## src/rtl/arc_cfg.svh

```systemverilog
// Constants of the alarm relay comparator: offsets, fields, interrupt bits, timing.
// Assumes inclusion by the package, the top module and the bench.
// Functional notes
// - Two or four alarm channels, one relay each, count fixed by option.
// - Each channel has an enable; a disabled channel never energizes its relay.
// - High mode energizes when the value rises above the setpoint.
// - Low mode energizes when the value falls below the setpoint.
// - Low mode releases only above setpoint plus up-hysteresis.
// - High mode releases only below setpoint minus down-hysteresis.
// - Energizing waits a programmable on-delay after the trip condition.
// - Release waits a programmable off-delay after the release condition.
// - Status reports per channel enable and relay energized.
// - Logging failure flag on card absent, card full or hardware fault.
// - Sensor wiring flag on open, shorted or damaged connection.
// - Over-range flag when value is outside the sensor range.
// - Output-span flag when value is beyond the current output span.
// - Percent of range: range minimum is zero, maximum is full scale.
`ifndef ARC_CFG_SVH
`define ARC_CFG_SVH
`define ARC_CLK_HZ        25000000
`define ARC_TICK_MS       1
`define ARC_TICK_CYC      ((`ARC_CLK_HZ / 1000) * `ARC_TICK_MS)
`define ARC_PCT_FULL      100
// Global register byte addresses
`define ARC_A_CTRL        8'h00
`define ARC_A_RANGE_MIN   8'h04
`define ARC_A_RANGE_MAX   8'h08
`define ARC_A_SPAN_MIN    8'h0C
`define ARC_A_SPAN_MAX    8'h10
`define ARC_A_CHSTAT      8'h14
`define ARC_A_FLAGS       8'h18
`define ARC_A_IRQ_STAT    8'h1C
`define ARC_A_IRQ_MASK    8'h20
`define ARC_A_PERCENT     8'h24
`define ARC_A_VALUE       8'h28
// Per channel block: base + 16 * channel
`define ARC_A_CH_BASE     8'h40
`define ARC_CH_STRIDE_SH  4
`define ARC_CH_SETPT      2'h0
`define ARC_CH_HYST       2'h1
`define ARC_CH_DELAY      2'h2
`define ARC_CH_CFG        2'h3
// Channel config fields
`define ARC_CFG_EN_BIT    0
`define ARC_CFG_HIGH_BIT  1
// Interrupt status bit positions
`define ARC_IRQ_E1        0
`define ARC_IRQ_E2        1
`define ARC_IRQ_E3        2
`define ARC_IRQ_E4        3
`define ARC_IRQ_RLY       4
`define ARC_IRQ_W         8
`endif

```

## src/rtl/arc_pkg.sv

```systemverilog
// Types of the alarm relay comparator.
// Assumes arc_cfg.svh sits beside it.
`include "arc_cfg.svh"
package arc_pkg;
   typedef enum logic [1:0] {
      ARC_IDLE    = 2'b00,
      ARC_ON_WAIT = 2'b01,
      ARC_ACTIVE  = 2'b10,
      ARC_OFF_WAIT= 2'b11
   } arc_ch_state_t;

   typedef struct packed {
      logic        en;
      logic        high_mode;
      logic [15:0] setpt;
      logic [15:0] hyst_up;
      logic [15:0] hyst_dn;
      logic [15:0] dly_on;
      logic [15:0] dly_off;
   } arc_ch_cfg_t;

   typedef struct packed {
      arc_ch_state_t st;
      logic [15:0]   cnt;
      logic          relay;
   } arc_ch_run_t;

   typedef struct packed {
      logic card_absent;
      logic card_full;
      logic log_hw_fault;
      logic wire_open;
      logic wire_short;
      logic wire_damage;
   } arc_fault_in_t;
endpackage

```

## src/rtl/arc_top.sv

```systemverilog
// Alarm relay comparator: per channel threshold, hysteresis and delays, error flags,
// percent of range, register port and interrupt.
// Assumes a signed measurement word from the front end, pin level fault inputs.
//
// Design decisions made here: strobed register access and the address map.
`include "arc_cfg.svh"
module arc_top #(
   parameter int NUM_CH   = 4,
   parameter int TICK_CYC = `ARC_TICK_CYC
) (
   input  wire logic                 sys_clk,
   input  wire logic                 rstn,
   input  wire logic signed [15:0]   meas_value,
   input  wire logic                 meas_valid,
   input  wire arc_pkg::arc_fault_in_t fault_pins,
   input  wire logic [7:0]           reg_addr,
   input  wire logic [31:0]          reg_wdata,
   input  wire logic                 reg_wr,
   input  wire logic                 reg_rd,
   output logic [31:0]               reg_rdata,
   output logic [NUM_CH-1:0]         relay_out,
   output logic [NUM_CH-1:0]         alarm_enabled,
   output logic                      logging_failure_flag,
   output logic                      sensor_wiring_fault_flag,
   output logic                      over_range_flag,
   output logic                      output_span_exceeded_flag,
   output logic [6:0]                percent_range,
   output logic                      irq
);
   localparam int NCH = (NUM_CH > 2) ? 4 : 2;
   localparam int TW  = $clog2(TICK_CYC + 1);

   typedef struct packed {
      arc_pkg::arc_fault_in_t       f_s1;
      arc_pkg::arc_fault_in_t       f_s2;
      logic signed [15:0]           val;
      logic [TW-1:0]                tick_cnt;
      logic                         tick;
      arc_pkg::arc_ch_cfg_t [NCH-1:0] cfg;
      arc_pkg::arc_ch_run_t [NCH-1:0] run;
      logic signed [15:0]           rng_min;
      logic signed [15:0]           rng_max;
      logic signed [15:0]           spn_min;
      logic signed [15:0]           spn_max;
      logic [3:0]                   flags;
      logic [6:0]                   pct;
      logic [`ARC_IRQ_W-1:0]        ist;
      logic [`ARC_IRQ_W-1:0]        imask;
      logic [31:0]                  rdata;
      logic                         irq;
   } arc_state_t;

   arc_state_t s_reg;
   arc_state_t s_next;

   function automatic logic [31:0] ch_read(input arc_pkg::arc_ch_cfg_t c, input logic [1:0] f);
      logic [31:0] r;
      r = 32'h0;
      if (f == `ARC_CH_SETPT) r = {16'h0, c.setpt};
      else if (f == `ARC_CH_HYST) r = {c.hyst_dn, c.hyst_up};
      else if (f == `ARC_CH_DELAY) r = {c.dly_off, c.dly_on};
      else r = {30'h0, c.high_mode, c.en};
      return r;
   endfunction

   logic               in_ch_space;
   logic [1:0]         ch_idx;
   logic [1:0]         ch_fld;
   logic               fl_e1, fl_e2, fl_e3, fl_e4;
   logic [NCH-1:0]     rly_rise;
   logic [31:0]        num;
   logic [31:0]        den;

   always_comb begin
      s_next = s_reg;
      in_ch_space = (reg_addr >= `ARC_A_CH_BASE) &&
                    (reg_addr < (`ARC_A_CH_BASE + 8'(NCH << `ARC_CH_STRIDE_SH)));
      ch_idx = reg_addr[5:4];
      ch_fld = reg_addr[3:2];
      rly_rise = '0;
      num = 32'h0;
      den = 32'h1;
      // Fault pins pass two flops before use
      s_next.f_s1 = fault_pins;
      s_next.f_s2 = s_reg.f_s1;
      if (meas_valid) begin
         s_next.val = meas_value;
      end
      // Millisecond tick for the delays
      if (s_reg.tick_cnt == TW'(TICK_CYC - 1)) begin
         s_next.tick_cnt = '0;
         s_next.tick = 1'b1;
      end else begin
         s_next.tick_cnt = s_reg.tick_cnt + TW'(1);
         s_next.tick = 1'b0;
      end
      // Channel comparators; each uses only its own settings
      for (int i = 0; i < NCH; i++) begin
         logic trip;
         logic rel;
         arc_pkg::arc_ch_cfg_t c;
         trip = 1'b0;
         rel = 1'b0;
         c = s_reg.cfg[i];
         if (c.high_mode) begin
            trip = s_reg.val > $signed(c.setpt);
            rel = 18'(s_reg.val) < (18'($signed(c.setpt)) - 18'($signed({1'b0, c.hyst_dn})));
         end else begin
            trip = s_reg.val < $signed(c.setpt);
            rel = 18'(s_reg.val) > (18'($signed(c.setpt)) + 18'($signed({1'b0, c.hyst_up})));
         end
         case (s_reg.run[i].st)
            arc_pkg::ARC_IDLE: begin
               if (trip) begin
                  s_next.run[i].st = arc_pkg::ARC_ON_WAIT;
                  s_next.run[i].cnt = c.dly_on;
               end
            end
            arc_pkg::ARC_ON_WAIT: begin
               if (!trip) begin
                  s_next.run[i].st = arc_pkg::ARC_IDLE;
               end else if (s_reg.run[i].cnt == 16'h0) begin
                  s_next.run[i].st = arc_pkg::ARC_ACTIVE;
                  s_next.run[i].relay = 1'b1;
                  rly_rise[i] = 1'b1;
               end else if (s_reg.tick) begin
                  s_next.run[i].cnt = s_reg.run[i].cnt - 16'h1;
               end
            end
            arc_pkg::ARC_ACTIVE: begin
               if (rel) begin
                  s_next.run[i].st = arc_pkg::ARC_OFF_WAIT;
                  s_next.run[i].cnt = c.dly_off;
               end
            end
            default: begin
               if (!rel) begin
                  s_next.run[i].st = arc_pkg::ARC_ACTIVE;
               end else if (s_reg.run[i].cnt == 16'h0) begin
                  s_next.run[i].st = arc_pkg::ARC_IDLE;
                  s_next.run[i].relay = 1'b0;
               end else if (s_reg.tick) begin
                  s_next.run[i].cnt = s_reg.run[i].cnt - 16'h1;
               end
            end
         endcase
         if (!c.en) begin
            s_next.run[i].st = arc_pkg::ARC_IDLE;
            s_next.run[i].relay = 1'b0;
            rly_rise[i] = 1'b0;
         end
      end
      // Error flags
      fl_e1 = s_reg.f_s2.card_absent | s_reg.f_s2.card_full | s_reg.f_s2.log_hw_fault;
      fl_e2 = s_reg.f_s2.wire_open | s_reg.f_s2.wire_short | s_reg.f_s2.wire_damage;
      fl_e3 = (s_reg.val < s_reg.rng_min) || (s_reg.val > s_reg.rng_max);
      fl_e4 = (s_reg.val < s_reg.spn_min) || (s_reg.val > s_reg.spn_max);
      s_next.flags = {fl_e4, fl_e3, fl_e2, fl_e1};
      // Percent of range, clamped at both ends
      if (s_reg.val <= s_reg.rng_min || s_reg.rng_max <= s_reg.rng_min) begin
         s_next.pct = 7'h0;
      end else if (s_reg.val >= s_reg.rng_max) begin
         s_next.pct = 7'(`ARC_PCT_FULL);
      end else begin
         num = 32'(17'(s_reg.val) - 17'(s_reg.rng_min)) * 32'(`ARC_PCT_FULL);
         den = 32'(17'(s_reg.rng_max) - 17'(s_reg.rng_min));
         s_next.pct = 7'(num / den);
      end
      // Register read, data one cycle later
      s_next.rdata = 32'h0;
      if (reg_rd) begin
         if (reg_addr == `ARC_A_CTRL) s_next.rdata = 32'(NCH);
         else if (reg_addr == `ARC_A_RANGE_MIN) s_next.rdata = 32'(s_reg.rng_min);
         else if (reg_addr == `ARC_A_RANGE_MAX) s_next.rdata = 32'(s_reg.rng_max);
         else if (reg_addr == `ARC_A_SPAN_MIN) s_next.rdata = 32'(s_reg.spn_min);
         else if (reg_addr == `ARC_A_SPAN_MAX) s_next.rdata = 32'(s_reg.spn_max);
         else if (reg_addr == `ARC_A_CHSTAT) begin
            for (int i = 0; i < NCH; i++) begin
               s_next.rdata[i] = s_reg.cfg[i].en;
               s_next.rdata[8 + i] = s_reg.run[i].relay;
            end
         end
         else if (reg_addr == `ARC_A_FLAGS) s_next.rdata = {28'h0, s_reg.flags};
         else if (reg_addr == `ARC_A_IRQ_STAT) s_next.rdata = 32'(s_reg.ist);
         else if (reg_addr == `ARC_A_IRQ_MASK) s_next.rdata = 32'(s_reg.imask);
         else if (reg_addr == `ARC_A_PERCENT) s_next.rdata = 32'(s_reg.pct);
         else if (reg_addr == `ARC_A_VALUE) s_next.rdata = 32'(s_reg.val);
         else if (in_ch_space) s_next.rdata = ch_read(s_reg.cfg[ch_idx], ch_fld);
      end
      // Register write
      if (reg_wr) begin
         if (reg_addr == `ARC_A_RANGE_MIN) s_next.rng_min = reg_wdata[15:0];
         else if (reg_addr == `ARC_A_RANGE_MAX) s_next.rng_max = reg_wdata[15:0];
         else if (reg_addr == `ARC_A_SPAN_MIN) s_next.spn_min = reg_wdata[15:0];
         else if (reg_addr == `ARC_A_SPAN_MAX) s_next.spn_max = reg_wdata[15:0];
         else if (reg_addr == `ARC_A_IRQ_STAT) s_next.ist = s_reg.ist & ~reg_wdata[7:0];
         else if (reg_addr == `ARC_A_IRQ_MASK) s_next.imask = reg_wdata[7:0];
         else if (in_ch_space) begin
            if (ch_fld == `ARC_CH_SETPT) s_next.cfg[ch_idx].setpt = reg_wdata[15:0];
            else if (ch_fld == `ARC_CH_HYST) begin
               s_next.cfg[ch_idx].hyst_up = reg_wdata[15:0];
               s_next.cfg[ch_idx].hyst_dn = reg_wdata[31:16];
            end else if (ch_fld == `ARC_CH_DELAY) begin
               s_next.cfg[ch_idx].dly_on = reg_wdata[15:0];
               s_next.cfg[ch_idx].dly_off = reg_wdata[31:16];
            end else begin
               s_next.cfg[ch_idx].en = reg_wdata[`ARC_CFG_EN_BIT];
               s_next.cfg[ch_idx].high_mode = reg_wdata[`ARC_CFG_HIGH_BIT];
            end
         end
      end
      // Sticky events: set wins over a clear in the same cycle
      s_next.ist[`ARC_IRQ_E1] = s_next.ist[`ARC_IRQ_E1] | (fl_e1 & ~s_reg.flags[0]);
      s_next.ist[`ARC_IRQ_E2] = s_next.ist[`ARC_IRQ_E2] | (fl_e2 & ~s_reg.flags[1]);
      s_next.ist[`ARC_IRQ_E3] = s_next.ist[`ARC_IRQ_E3] | (fl_e3 & ~s_reg.flags[2]);
      s_next.ist[`ARC_IRQ_E4] = s_next.ist[`ARC_IRQ_E4] | (fl_e4 & ~s_reg.flags[3]);
      s_next.ist[`ARC_IRQ_RLY] = s_next.ist[`ARC_IRQ_RLY] | (|rly_rise);
      s_next.irq = |(s_next.ist & s_next.imask);
   end

   always_ff @(posedge sys_clk or negedge rstn) begin
      if (!rstn) begin
         s_reg <= '0;
      end else begin
         s_reg <= s_next;
      end
   end

   always_comb begin
      for (int i = 0; i < NUM_CH; i++) begin
         relay_out[i] = (i < NCH) ? s_reg.run[i % NCH].relay : 1'b0;
         alarm_enabled[i] = (i < NCH) ? s_reg.cfg[i % NCH].en : 1'b0;
      end
   end
   assign reg_rdata = s_reg.rdata;
   assign logging_failure_flag = s_reg.flags[0];
   assign sensor_wiring_fault_flag = s_reg.flags[1];
   assign over_range_flag = s_reg.flags[2];
   assign output_span_exceeded_flag = s_reg.flags[3];
   assign percent_range = s_reg.pct;
   assign irq = s_reg.irq;

   // Checks
   for (genvar g = 0; g < NCH; g++) begin : g_chk
      a_disabled_no_relay: assert property (@(posedge sys_clk) disable iff (!rstn)
         !s_reg.cfg[g].en |=> !s_reg.run[g].relay)
         else $error("disabled channel has relay on");
      a_on_needs_trip: assert property (@(posedge sys_clk) disable iff (!rstn)
         $rose(s_reg.run[g].relay) |-> $past(s_reg.run[g].st) == arc_pkg::ARC_ON_WAIT)
         else $error("relay energized without on-delay");
      a_off_needs_wait: assert property (@(posedge sys_clk) disable iff (!rstn)
         $fell(s_reg.run[g].relay) && $past(s_reg.cfg[g].en)
         |-> $past(s_reg.run[g].st) == arc_pkg::ARC_OFF_WAIT)
         else $error("relay released without off-delay");
      a_high_trip: assert property (@(posedge sys_clk) disable iff (!rstn)
         s_reg.cfg[g].en && s_reg.cfg[g].high_mode && s_reg.run[g].st == arc_pkg::ARC_IDLE
         && s_reg.val > $signed(s_reg.cfg[g].setpt) && $stable(s_reg.cfg[g])
         |=> s_reg.run[g].st == arc_pkg::ARC_ON_WAIT)
         else $error("high mode trip missed");
      a_low_trip: assert property (@(posedge sys_clk) disable iff (!rstn)
         s_reg.cfg[g].en && !s_reg.cfg[g].high_mode && s_reg.run[g].st == arc_pkg::ARC_IDLE
         && s_reg.val < $signed(s_reg.cfg[g].setpt)
         |=> s_reg.run[g].st == arc_pkg::ARC_ON_WAIT)
         else $error("low mode trip missed");
      a_disabled_idle: assert property (@(posedge sys_clk) disable iff (!rstn)
         !s_reg.cfg[g].en |=> s_reg.run[g].st == arc_pkg::ARC_IDLE)
         else $error("disabled channel not idle");
      a_on_count: assert property (@(posedge sys_clk) disable iff (!rstn)
         s_reg.run[g].st == arc_pkg::ARC_ON_WAIT && s_reg.run[g].cnt != 16'h0
         |=> !s_reg.run[g].relay)
         else $error("relay on before on-delay end");
      a_off_count: assert property (@(posedge sys_clk) disable iff (!rstn)
         s_reg.cfg[g].en && s_reg.run[g].st == arc_pkg::ARC_OFF_WAIT
         && s_reg.run[g].cnt != 16'h0 |=> s_reg.run[g].relay)
         else $error("relay off before off-delay end");
      a_low_release: assert property (@(posedge sys_clk) disable iff (!rstn)
         s_reg.cfg[g].en && !s_reg.cfg[g].high_mode && s_reg.run[g].st == arc_pkg::ARC_ACTIVE
         && 18'(s_reg.val) > 18'($signed(s_reg.cfg[g].setpt))
            + 18'($signed({1'b0, s_reg.cfg[g].hyst_up}))
         |=> s_reg.run[g].st == arc_pkg::ARC_OFF_WAIT)
         else $error("low mode release missed");
      a_high_release: assert property (@(posedge sys_clk) disable iff (!rstn)
         s_reg.cfg[g].en && s_reg.cfg[g].high_mode && s_reg.run[g].st == arc_pkg::ARC_ACTIVE
         && 18'(s_reg.val) < 18'($signed(s_reg.cfg[g].setpt))
            - 18'($signed({1'b0, s_reg.cfg[g].hyst_dn}))
         |=> s_reg.run[g].st == arc_pkg::ARC_OFF_WAIT)
         else $error("high mode release missed");
      a_on_lapse: assert property (@(posedge sys_clk) disable iff (!rstn)
         s_reg.cfg[g].en && s_reg.run[g].st == arc_pkg::ARC_ON_WAIT
         && (s_reg.cfg[g].high_mode ? s_reg.val <= $signed(s_reg.cfg[g].setpt)
                                    : s_reg.val >= $signed(s_reg.cfg[g].setpt))
         |=> s_reg.run[g].st == arc_pkg::ARC_IDLE)
         else $error("lapsed trip kept waiting");
      a_relay_state: assert property (@(posedge sys_clk) disable iff (!rstn)
         s_reg.run[g].relay == (s_reg.run[g].st == arc_pkg::ARC_ACTIVE
                                || s_reg.run[g].st == arc_pkg::ARC_OFF_WAIT))
         else $error("relay differs from state");
   end
   a_status_relay: assert property (@(posedge sys_clk) disable iff (!rstn)
      reg_rd && reg_addr == `ARC_A_CHSTAT |=> reg_rdata[8] == $past(s_reg.run[0].relay))
      else $error("status relay bit wrong");
   a_wire_flag: assert property (@(posedge sys_clk) disable iff (!rstn)
      fault_pins.wire_open ##1 fault_pins.wire_open ##1 fault_pins.wire_open
      |=> sensor_wiring_fault_flag)
      else $error("wiring flag not raised");
   a_log_flag: assert property (@(posedge sys_clk) disable iff (!rstn)
      fault_pins.card_full ##1 fault_pins.card_full ##1 fault_pins.card_full
      |=> logging_failure_flag)
      else $error("logging flag not raised");
   a_range_flag: assert property (@(posedge sys_clk) disable iff (!rstn)
      s_reg.val > s_reg.rng_max |=> over_range_flag)
      else $error("over-range flag missed");
   a_span_flag: assert property (@(posedge sys_clk) disable iff (!rstn)
      s_reg.val < s_reg.spn_min |=> output_span_exceeded_flag)
      else $error("span flag missed");
   a_pct_full: assert property (@(posedge sys_clk) disable iff (!rstn)
      s_reg.val >= s_reg.rng_max && s_reg.rng_max > s_reg.rng_min
      |=> percent_range == 7'h64)
      else $error("percent not full at range max");
   a_rdata_idle: assert property (@(posedge sys_clk) disable iff (!rstn)
      !reg_rd |=> reg_rdata == 32'h0)
      else $error("read data not cleared");
   a_e1_sticky: assert property (@(posedge sys_clk) disable iff (!rstn)
      $rose(logging_failure_flag) |-> s_reg.ist[`ARC_IRQ_E1])
      else $error("logging event not latched");
   a_e2_sticky: assert property (@(posedge sys_clk) disable iff (!rstn)
      $rose(sensor_wiring_fault_flag) |-> s_reg.ist[`ARC_IRQ_E2])
      else $error("wiring event not latched");
   a_e3_sticky: assert property (@(posedge sys_clk) disable iff (!rstn)
      $rose(over_range_flag) |-> s_reg.ist[`ARC_IRQ_E3])
      else $error("range event not latched");
   a_e4_sticky: assert property (@(posedge sys_clk) disable iff (!rstn)
      $rose(output_span_exceeded_flag) |-> s_reg.ist[`ARC_IRQ_E4])
      else $error("span event not latched");
   a_irq_level: assert property (@(posedge sys_clk) disable iff (!rstn)
      irq == |(s_reg.ist & s_reg.imask))
      else $error("interrupt level wrong");
   a_range_low: assert property (@(posedge sys_clk) disable iff (!rstn)
      s_reg.val < s_reg.rng_min |=> over_range_flag)
      else $error("under-range flag missed");
   a_span_high: assert property (@(posedge sys_clk) disable iff (!rstn)
      s_reg.val > s_reg.spn_max |=> output_span_exceeded_flag)
      else $error("span high flag missed");
   a_pct_zero: assert property (@(posedge sys_clk) disable iff (!rstn)
      s_reg.val <= s_reg.rng_min |=> percent_range == 7'h0)
      else $error("percent not zero at range min");
   a_pct_bound: assert property (@(posedge sys_clk) disable iff (!rstn)
      percent_range <= 7'h64)
      else $error("percent above full scale");
endmodule

```

## config.mk

```make
export PLATFORM = sky130hd
export DESIGN_NAME = arc_top
export DESIGN_NICKNAME = d
export VERILOG_FILES = /design/src/rtl/arc_pkg.sv /design/src/rtl/arc_top.sv
export VERILOG_INCLUDE_DIRS = /design/src /design/src/rtl
export SDC_FILE = /design/constraint.sdc
export NUM_CORES = 2
export LEC_CHECK = 0
export BUFFER_PORTS_ARGS = -buffer_cell sky130_fd_sc_hd__buf_4
export CAP_MARGIN = 20
export CELL_PAD_IN_SITES_DETAIL_PLACEMENT = 1
export CELL_PAD_IN_SITES_GLOBAL_PLACEMENT = 1
export CORE_ASPECT_RATIO = 1.5
export CORE_MARGIN = 3
export CORE_UTILIZATION = 51
export CTS_BUF_LIST = sky130_fd_sc_hd__clkbuf_4
export CTS_CLUSTER_DIAMETER = 80
export DETAILED_ROUTE_END_ITERATION = 8
export GPL_TIMING_DRIVEN = 0
export PLACE_DENSITY = 0.92
export SETUP_SLACK_MARGIN = 0.15
export SYNTH_ARGS = -nofsm -noshare
export SYNTH_HDL_FRONTEND = slang
export SYNTH_SLANG_ARGS = --single-unit
```

## constraint.sdc

```tcl
create_clock -name sys_clk -period 108.1 [get_ports sys_clk]
set_clock_uncertainty 0.15 [all_clocks]
set_input_delay 10.81 -clock sys_clk [delete_from_list [all_inputs] [get_ports sys_clk]]
set_output_delay 10.81 -clock sys_clk [all_outputs]
set_load 0.02 [all_outputs]
```

==> flow_metrics.env, run 1 <==
export IMPL_status="aborted with a tool error"
export IMPL_stop_stage="global routing"
export IMPL_tool_error="[ERROR GRT-0232] Routing congestion too high. Check the congestion heatmap in the GUI."
export IMPL_syn_cell_area_um2=70100
export IMPL_cts_hold_buf=0
export IMPL_htree_levels=4
export IMPL_syn_inst=8697
export IMPL_die_h_um=460
export IMPL_synth_distinct_cells=107
export IMPL_portBuffers=90
export IMPL_yosysSeqAreaShare=0.204
export IMPL_gr_usage_all_layers=0.560
export IMPL_avgSynthCellArea_um2=8.06
export IMPL_dp_slack_ns=-12.84
export IMPL_ys_seq_elements=572
export IMPL_synth_async_reset_ratio=1.00
export IMPL_cts_sinks=572
export IMPL_gp_congestion=1.13
export IMPL_cts_buffer_depth=3
export IMPL_grt_max_degree=117
export IMPL_rows=165
export IMPL_gr_total_overflow=7
export IMPL_cts_buffers=150
export IMPL_num_io_pins=119
export IMPL_ys_flop_type="dfrtp_1"
export IMPL_die_w_um=309
export IMPL_hpwlAfterDp_um=273000
export IMPL_root_buffer="clkbuf_4"
export IMPL_synth_nets=9819
export IMPL_synth_edff_count=0
export IMPL_start_util=0.516
export IMPL_yosysWarnings=0
==> synthesized netlist by cell type (all sizes together), types with 50 or more instances <==
cell	n	area (um^2)
nand2	813	3050
nor3	268	1350
nor2b	105	657
clkbuf	294	1100
nand3	157	791
mux4	79	1780
ha	1031	12900
a22o	162	1420
a31oi	106	669
buf	122	656
or2	50	313
or3	99	624
a21oi	592	2960
and3	54	338
a22oi	65	488
a211oi	72	546
a21o	221	1660
o21ai	636	3190
o21a	275	2070
inv	573	2150
mux2	227	2560
nor2	687	2580
nand4	111	694
dfrtp	572	14300
o21bai	66	495
xnor2	265	2320
nand2b	139	870
xor2	159	1390
==> layer usage <==
metal,track usage,GRT overflow
met5,0.136,0
met4,0.593,3
met3,0.349,1
met2,0.787,2
met1,0.526,1
==> repair_timing <==
item | 4_1_cts
setup endpoints to repair | 4
setup buffers | 4
pin swaps | 2
gates resized for setup | 91
==> stage by stage <==
step | util | instances | instance area, um^2 | TNS (ns) | hold slack (ns)
CTS | 0.561 | 10800 | 76100 | 0 | 0.203
detailed placement | 0.545 | 10600 | 74000 | -29.45 | 0.186
global placement | 0.538 | 10500 | 72900 | -22.41 | 0.182
floorplan | - | 8697 | 70100 | 0 | 0.181
==> logic make-up after synthesis <==
group,Yosys count,share of synthesized area
fa+ha+maj,1055,0.191
buf+inv,992,0.0560
mux,351,0.0683
compound gates,2651,0.249
flops,572,0.204
simple gates,2652,0.179
xor+xnor,424,0.0530
==> run 2: changes to the inputs <==
==> config.mk (replaced) <==
export PLATFORM = sky130hd
export DESIGN_NAME = arc_top
export DESIGN_NICKNAME = d
export VERILOG_FILES = /design/src/rtl/arc_pkg.sv /design/src/rtl/arc_top.sv
export VERILOG_INCLUDE_DIRS = /design/src /design/src/rtl
export SDC_FILE = /design/constraint.sdc
export NUM_CORES = 2
export LEC_CHECK = 0
export BUFFER_PORTS_ARGS = -buffer_cell sky130_fd_sc_hd__buf_4
export CAP_MARGIN = 20
export CORE_MARGIN = 3
export CORE_UTILIZATION = 40
export DETAILED_ROUTE_END_ITERATION = 8
export GPL_TIMING_DRIVEN = 0
export PLACE_DENSITY_LB_ADDON = 0.15
export SYNTH_ARGS = -nofsm -noshare
export SYNTH_HDL_FRONTEND = slang
export SYNTH_SLANG_ARGS = --single-unit
==> run 2 against run 1 <==
The flow now finishes without violations. Area after synthesis stayed put. Synthesized cell count stayed put.
==> flow_metrics.env, run 2 <==
export IMPL_cts_tree="built"
export IMPL_hp_start="s_next[563]"
export IMPL_period_needed_ns=101.45
export IMPL_gr_usage_all_layers=0.315
export IMPL_synth_top_area_share=0.204
export IMPL_drcViolationCount=0
export IMPL_fin_nets=10000
export IMPL_worstSetupPathType="reg2reg"
export IMPL_finalWirelength_um=292000
export IMPL_antenna_found_initial=18
export IMPL_largest_register_ffs=514
export IMPL_final_max_slew_viol_count=0
export IMPL_crit_buf_inv=59
export IMPL_r2r_cells=435
export IMPL_wl_per_cell_um=25.9
export IMPL_hp_class="reg2reg"
export IMPL_synth_common_cells="ha_1 (1031), nand2_1 (813), nor2_1 (686)"
export IMPL_worstPathRequired_ns=108.48
export IMPL_rr_startpoint="s_reg[544]"
export IMPL_synth_nets=9819
export IMPL_status="complete, no violations"
export IMPL_drive_above_1_share=0.0984
export IMPL_synth_async_reset_ratio=1.00
export IMPL_core_area_um2=173000
export IMPL_fin_crit_sh=0.938
export IMPL_area_growth_pct=10.9
export IMPL_utilization=0.450
export IMPL_avgSynthCellArea_um2=8.06
export IMPL_portBuffers=90
export IMPL_dieArea_um2=180000
export IMPL_cp_top_family="compound AO/OA/AOI/OAI gates"
export IMPL_cp_end_kind="register"
export IMPL_yosysSeqAreaShare=0.204
export IMPL_startpoint="s_reg[544]"
export IMPL_gr_total_overflow=0
export IMPL_path_clk_slew_ns=0.07
export IMPL_drv_cap=0
export IMPL_via_per_inst=6.12
export IMPL_ant_nets=0
export IMPL_final_hold_viol_count=0
export IMPL_seq_area_um2=14300
export IMPL_syn_cell_area_um2=70100
export IMPL_timing_fmax_mhz=9.86
export IMPL_synth_area_top_cells="dfrtp_1 (20%), ha_1 (18%), nand2_1 (4.4%)"
export IMPL_fillCellCount=17200
export IMPL_drt_first_pass_iters=8
export IMPL_ys_flop_type="dfrtp_1"
export IMPL_hold_path_end="s_reg[563]"
export IMPL_slew_headroom=0.158
export IMPL_path_common_cell="o21a_1"
export IMPL_cp_arrival_ns=101.83
export IMPL_first_global_vias=66300
export IMPL_ys_seq_elements=572
export IMPL_htree_levels=3
export IMPL_r2r_end="percent_range[0]"
export IMPL_cts_sinks=572
export IMPL_yosysWarnings=0
export IMPL_rrSetupSlack_ns=6.65
export IMPL_cpPeakStageDelay_ns=0.84
export IMPL_layout_commonest_cell="ha_1"
export IMPL_syn_inst=8697
export IMPL_layout_common_cells="ha_1 (1030), nand2_1 (808), nor2_1 (682), o21ai_0 (587), a21oi_1 (585)"
export IMPL_root_buffer="clkbuf_16"
export IMPL_cpMaxStageDelayCell="dfrtp_1"
export IMPL_setup_violations=0
export IMPL_yosysMostFrequentCell="ha_1"
export IMPL_grt_max_degree=112
export IMPL_die_w_um=424
export IMPL_die_h_um=424
export IMPL_hold_path_depth=0
export IMPL_gp_congestion=1.00
export IMPL_synth_distinct_cells=107
export IMPL_start_util=0.405
export IMPL_rows=152
export IMPL_grt_first_pass_wirelength_um=431000
export IMPL_clock_latency_ns=0.69
export IMPL_cts_buffer_depth=3
export IMPL_path_max_fanout=11
export IMPL_synth_edff_count=0
export IMPL_synth_largest_area_cell="dfrtp_1"
export IMPL_num_io_pins=119
export IMPL_first_iter_violations=6264
export IMPL_cts_buffers=69
export IMPL_vias=69000
export IMPL_crit_path_start_kind="register"
export IMPL_worst_pin_slew_ns=1.26
export IMPL_multiInputGateArea_um2=52300
export IMPL_hpwlAfterDp_um=233000
-- run 2: cell counts after synthesis --
No cell type changed its count.
-- run 2: timing repair --
action | 4_1_cts | 5_1_grt
setup buffers | 5 | 9
endpoints found under the setup margin | 4 | 3
hold buffers | 0 | 0
gates resized for setup | 79 | 141
hold endpoints to repair | 0 | 0
pin swaps | 2 | 7
-- run 2: layer usage --
layer / track usage / share of wire / wire, um
met1: 0.403 / 0.42 / 122000
met2: 0.513 / 0.46 / 133000
met3: 0.0362 / 0.062 / 18200
met4: 0.182 / 0.065 / 19000
met5: 0 / 0 / 0
-- run 2: final cells by class --
class,instances,share of cell area
sequential,572,0.184
clock inverter,26,0.00562
buffer,411,0.0240
antenna,8,0.000258
inverter,576,0.0279
clock buffer,96,0.0253
multi-input combinational,7133,0.674
timing repair buffer,153,0.0218
tap,2310,0.0372
-- run 2: metrics by stage --
step,instances,worst slack [ns],TNS [ns],area [um^2],hold slack (ns)
2_1_floorplan,8697,18.94,0,70100,0.181
3_3_place_gp,11100,-13.49,-32.84,73600,0.183
3_5_place_dp,11100,-12.65,-29.33,74600,0.187
4_1_cts,11300,0.00119,0,77200,0.195
5_1_grt,11300,-0.0974,-0.0974,77700,0.207
6_report,11300,6.65,0,77700,0.196
-- run 2: worst max-delay path by stage --
stage                        to  cells past startpoint
2_1_floorplan  percent_range[0]                    439
3_3_place_gp   percent_range[0]                    431
3_5_place_dp   percent_range[0]                    435
4_1_cts        percent_range[0]                    441
5_1_grt        percent_range[0]                    446
6_report       percent_range[0]                    435
-- run 2: worst register-to-register path, delay by kind of cell, from the launching register on --
family / cells / cell delay, ns
multiplexers: 8 / 2.68
buffers and inverters: 59 / 16.32
adder cells (fa/ha/maj): 36 / 11.02
AO/OA/AOI/OAI: 260 / 57.07
XOR/XNOR: 1 / 0.29
flip-flops: 1 / 0.84
AND/OR/NAND/NOR: 71 / 12.94
-- run 2: cell families after synthesis --
group / count (synthesis) / synth area share
buf+inv: 992 / 0.0560
compound gates: 2651 / 0.249
fa+ha+maj: 1055 / 0.191
xor+xnor: 424 / 0.0530
mux: 351 / 0.0683
flops: 572 / 0.204
simple gates: 2652 / 0.179
Power of run 2 is left out: the tool's default activity adds up to more than one toggle a clock period on the data nets, which glitch-free logic cannot reach.
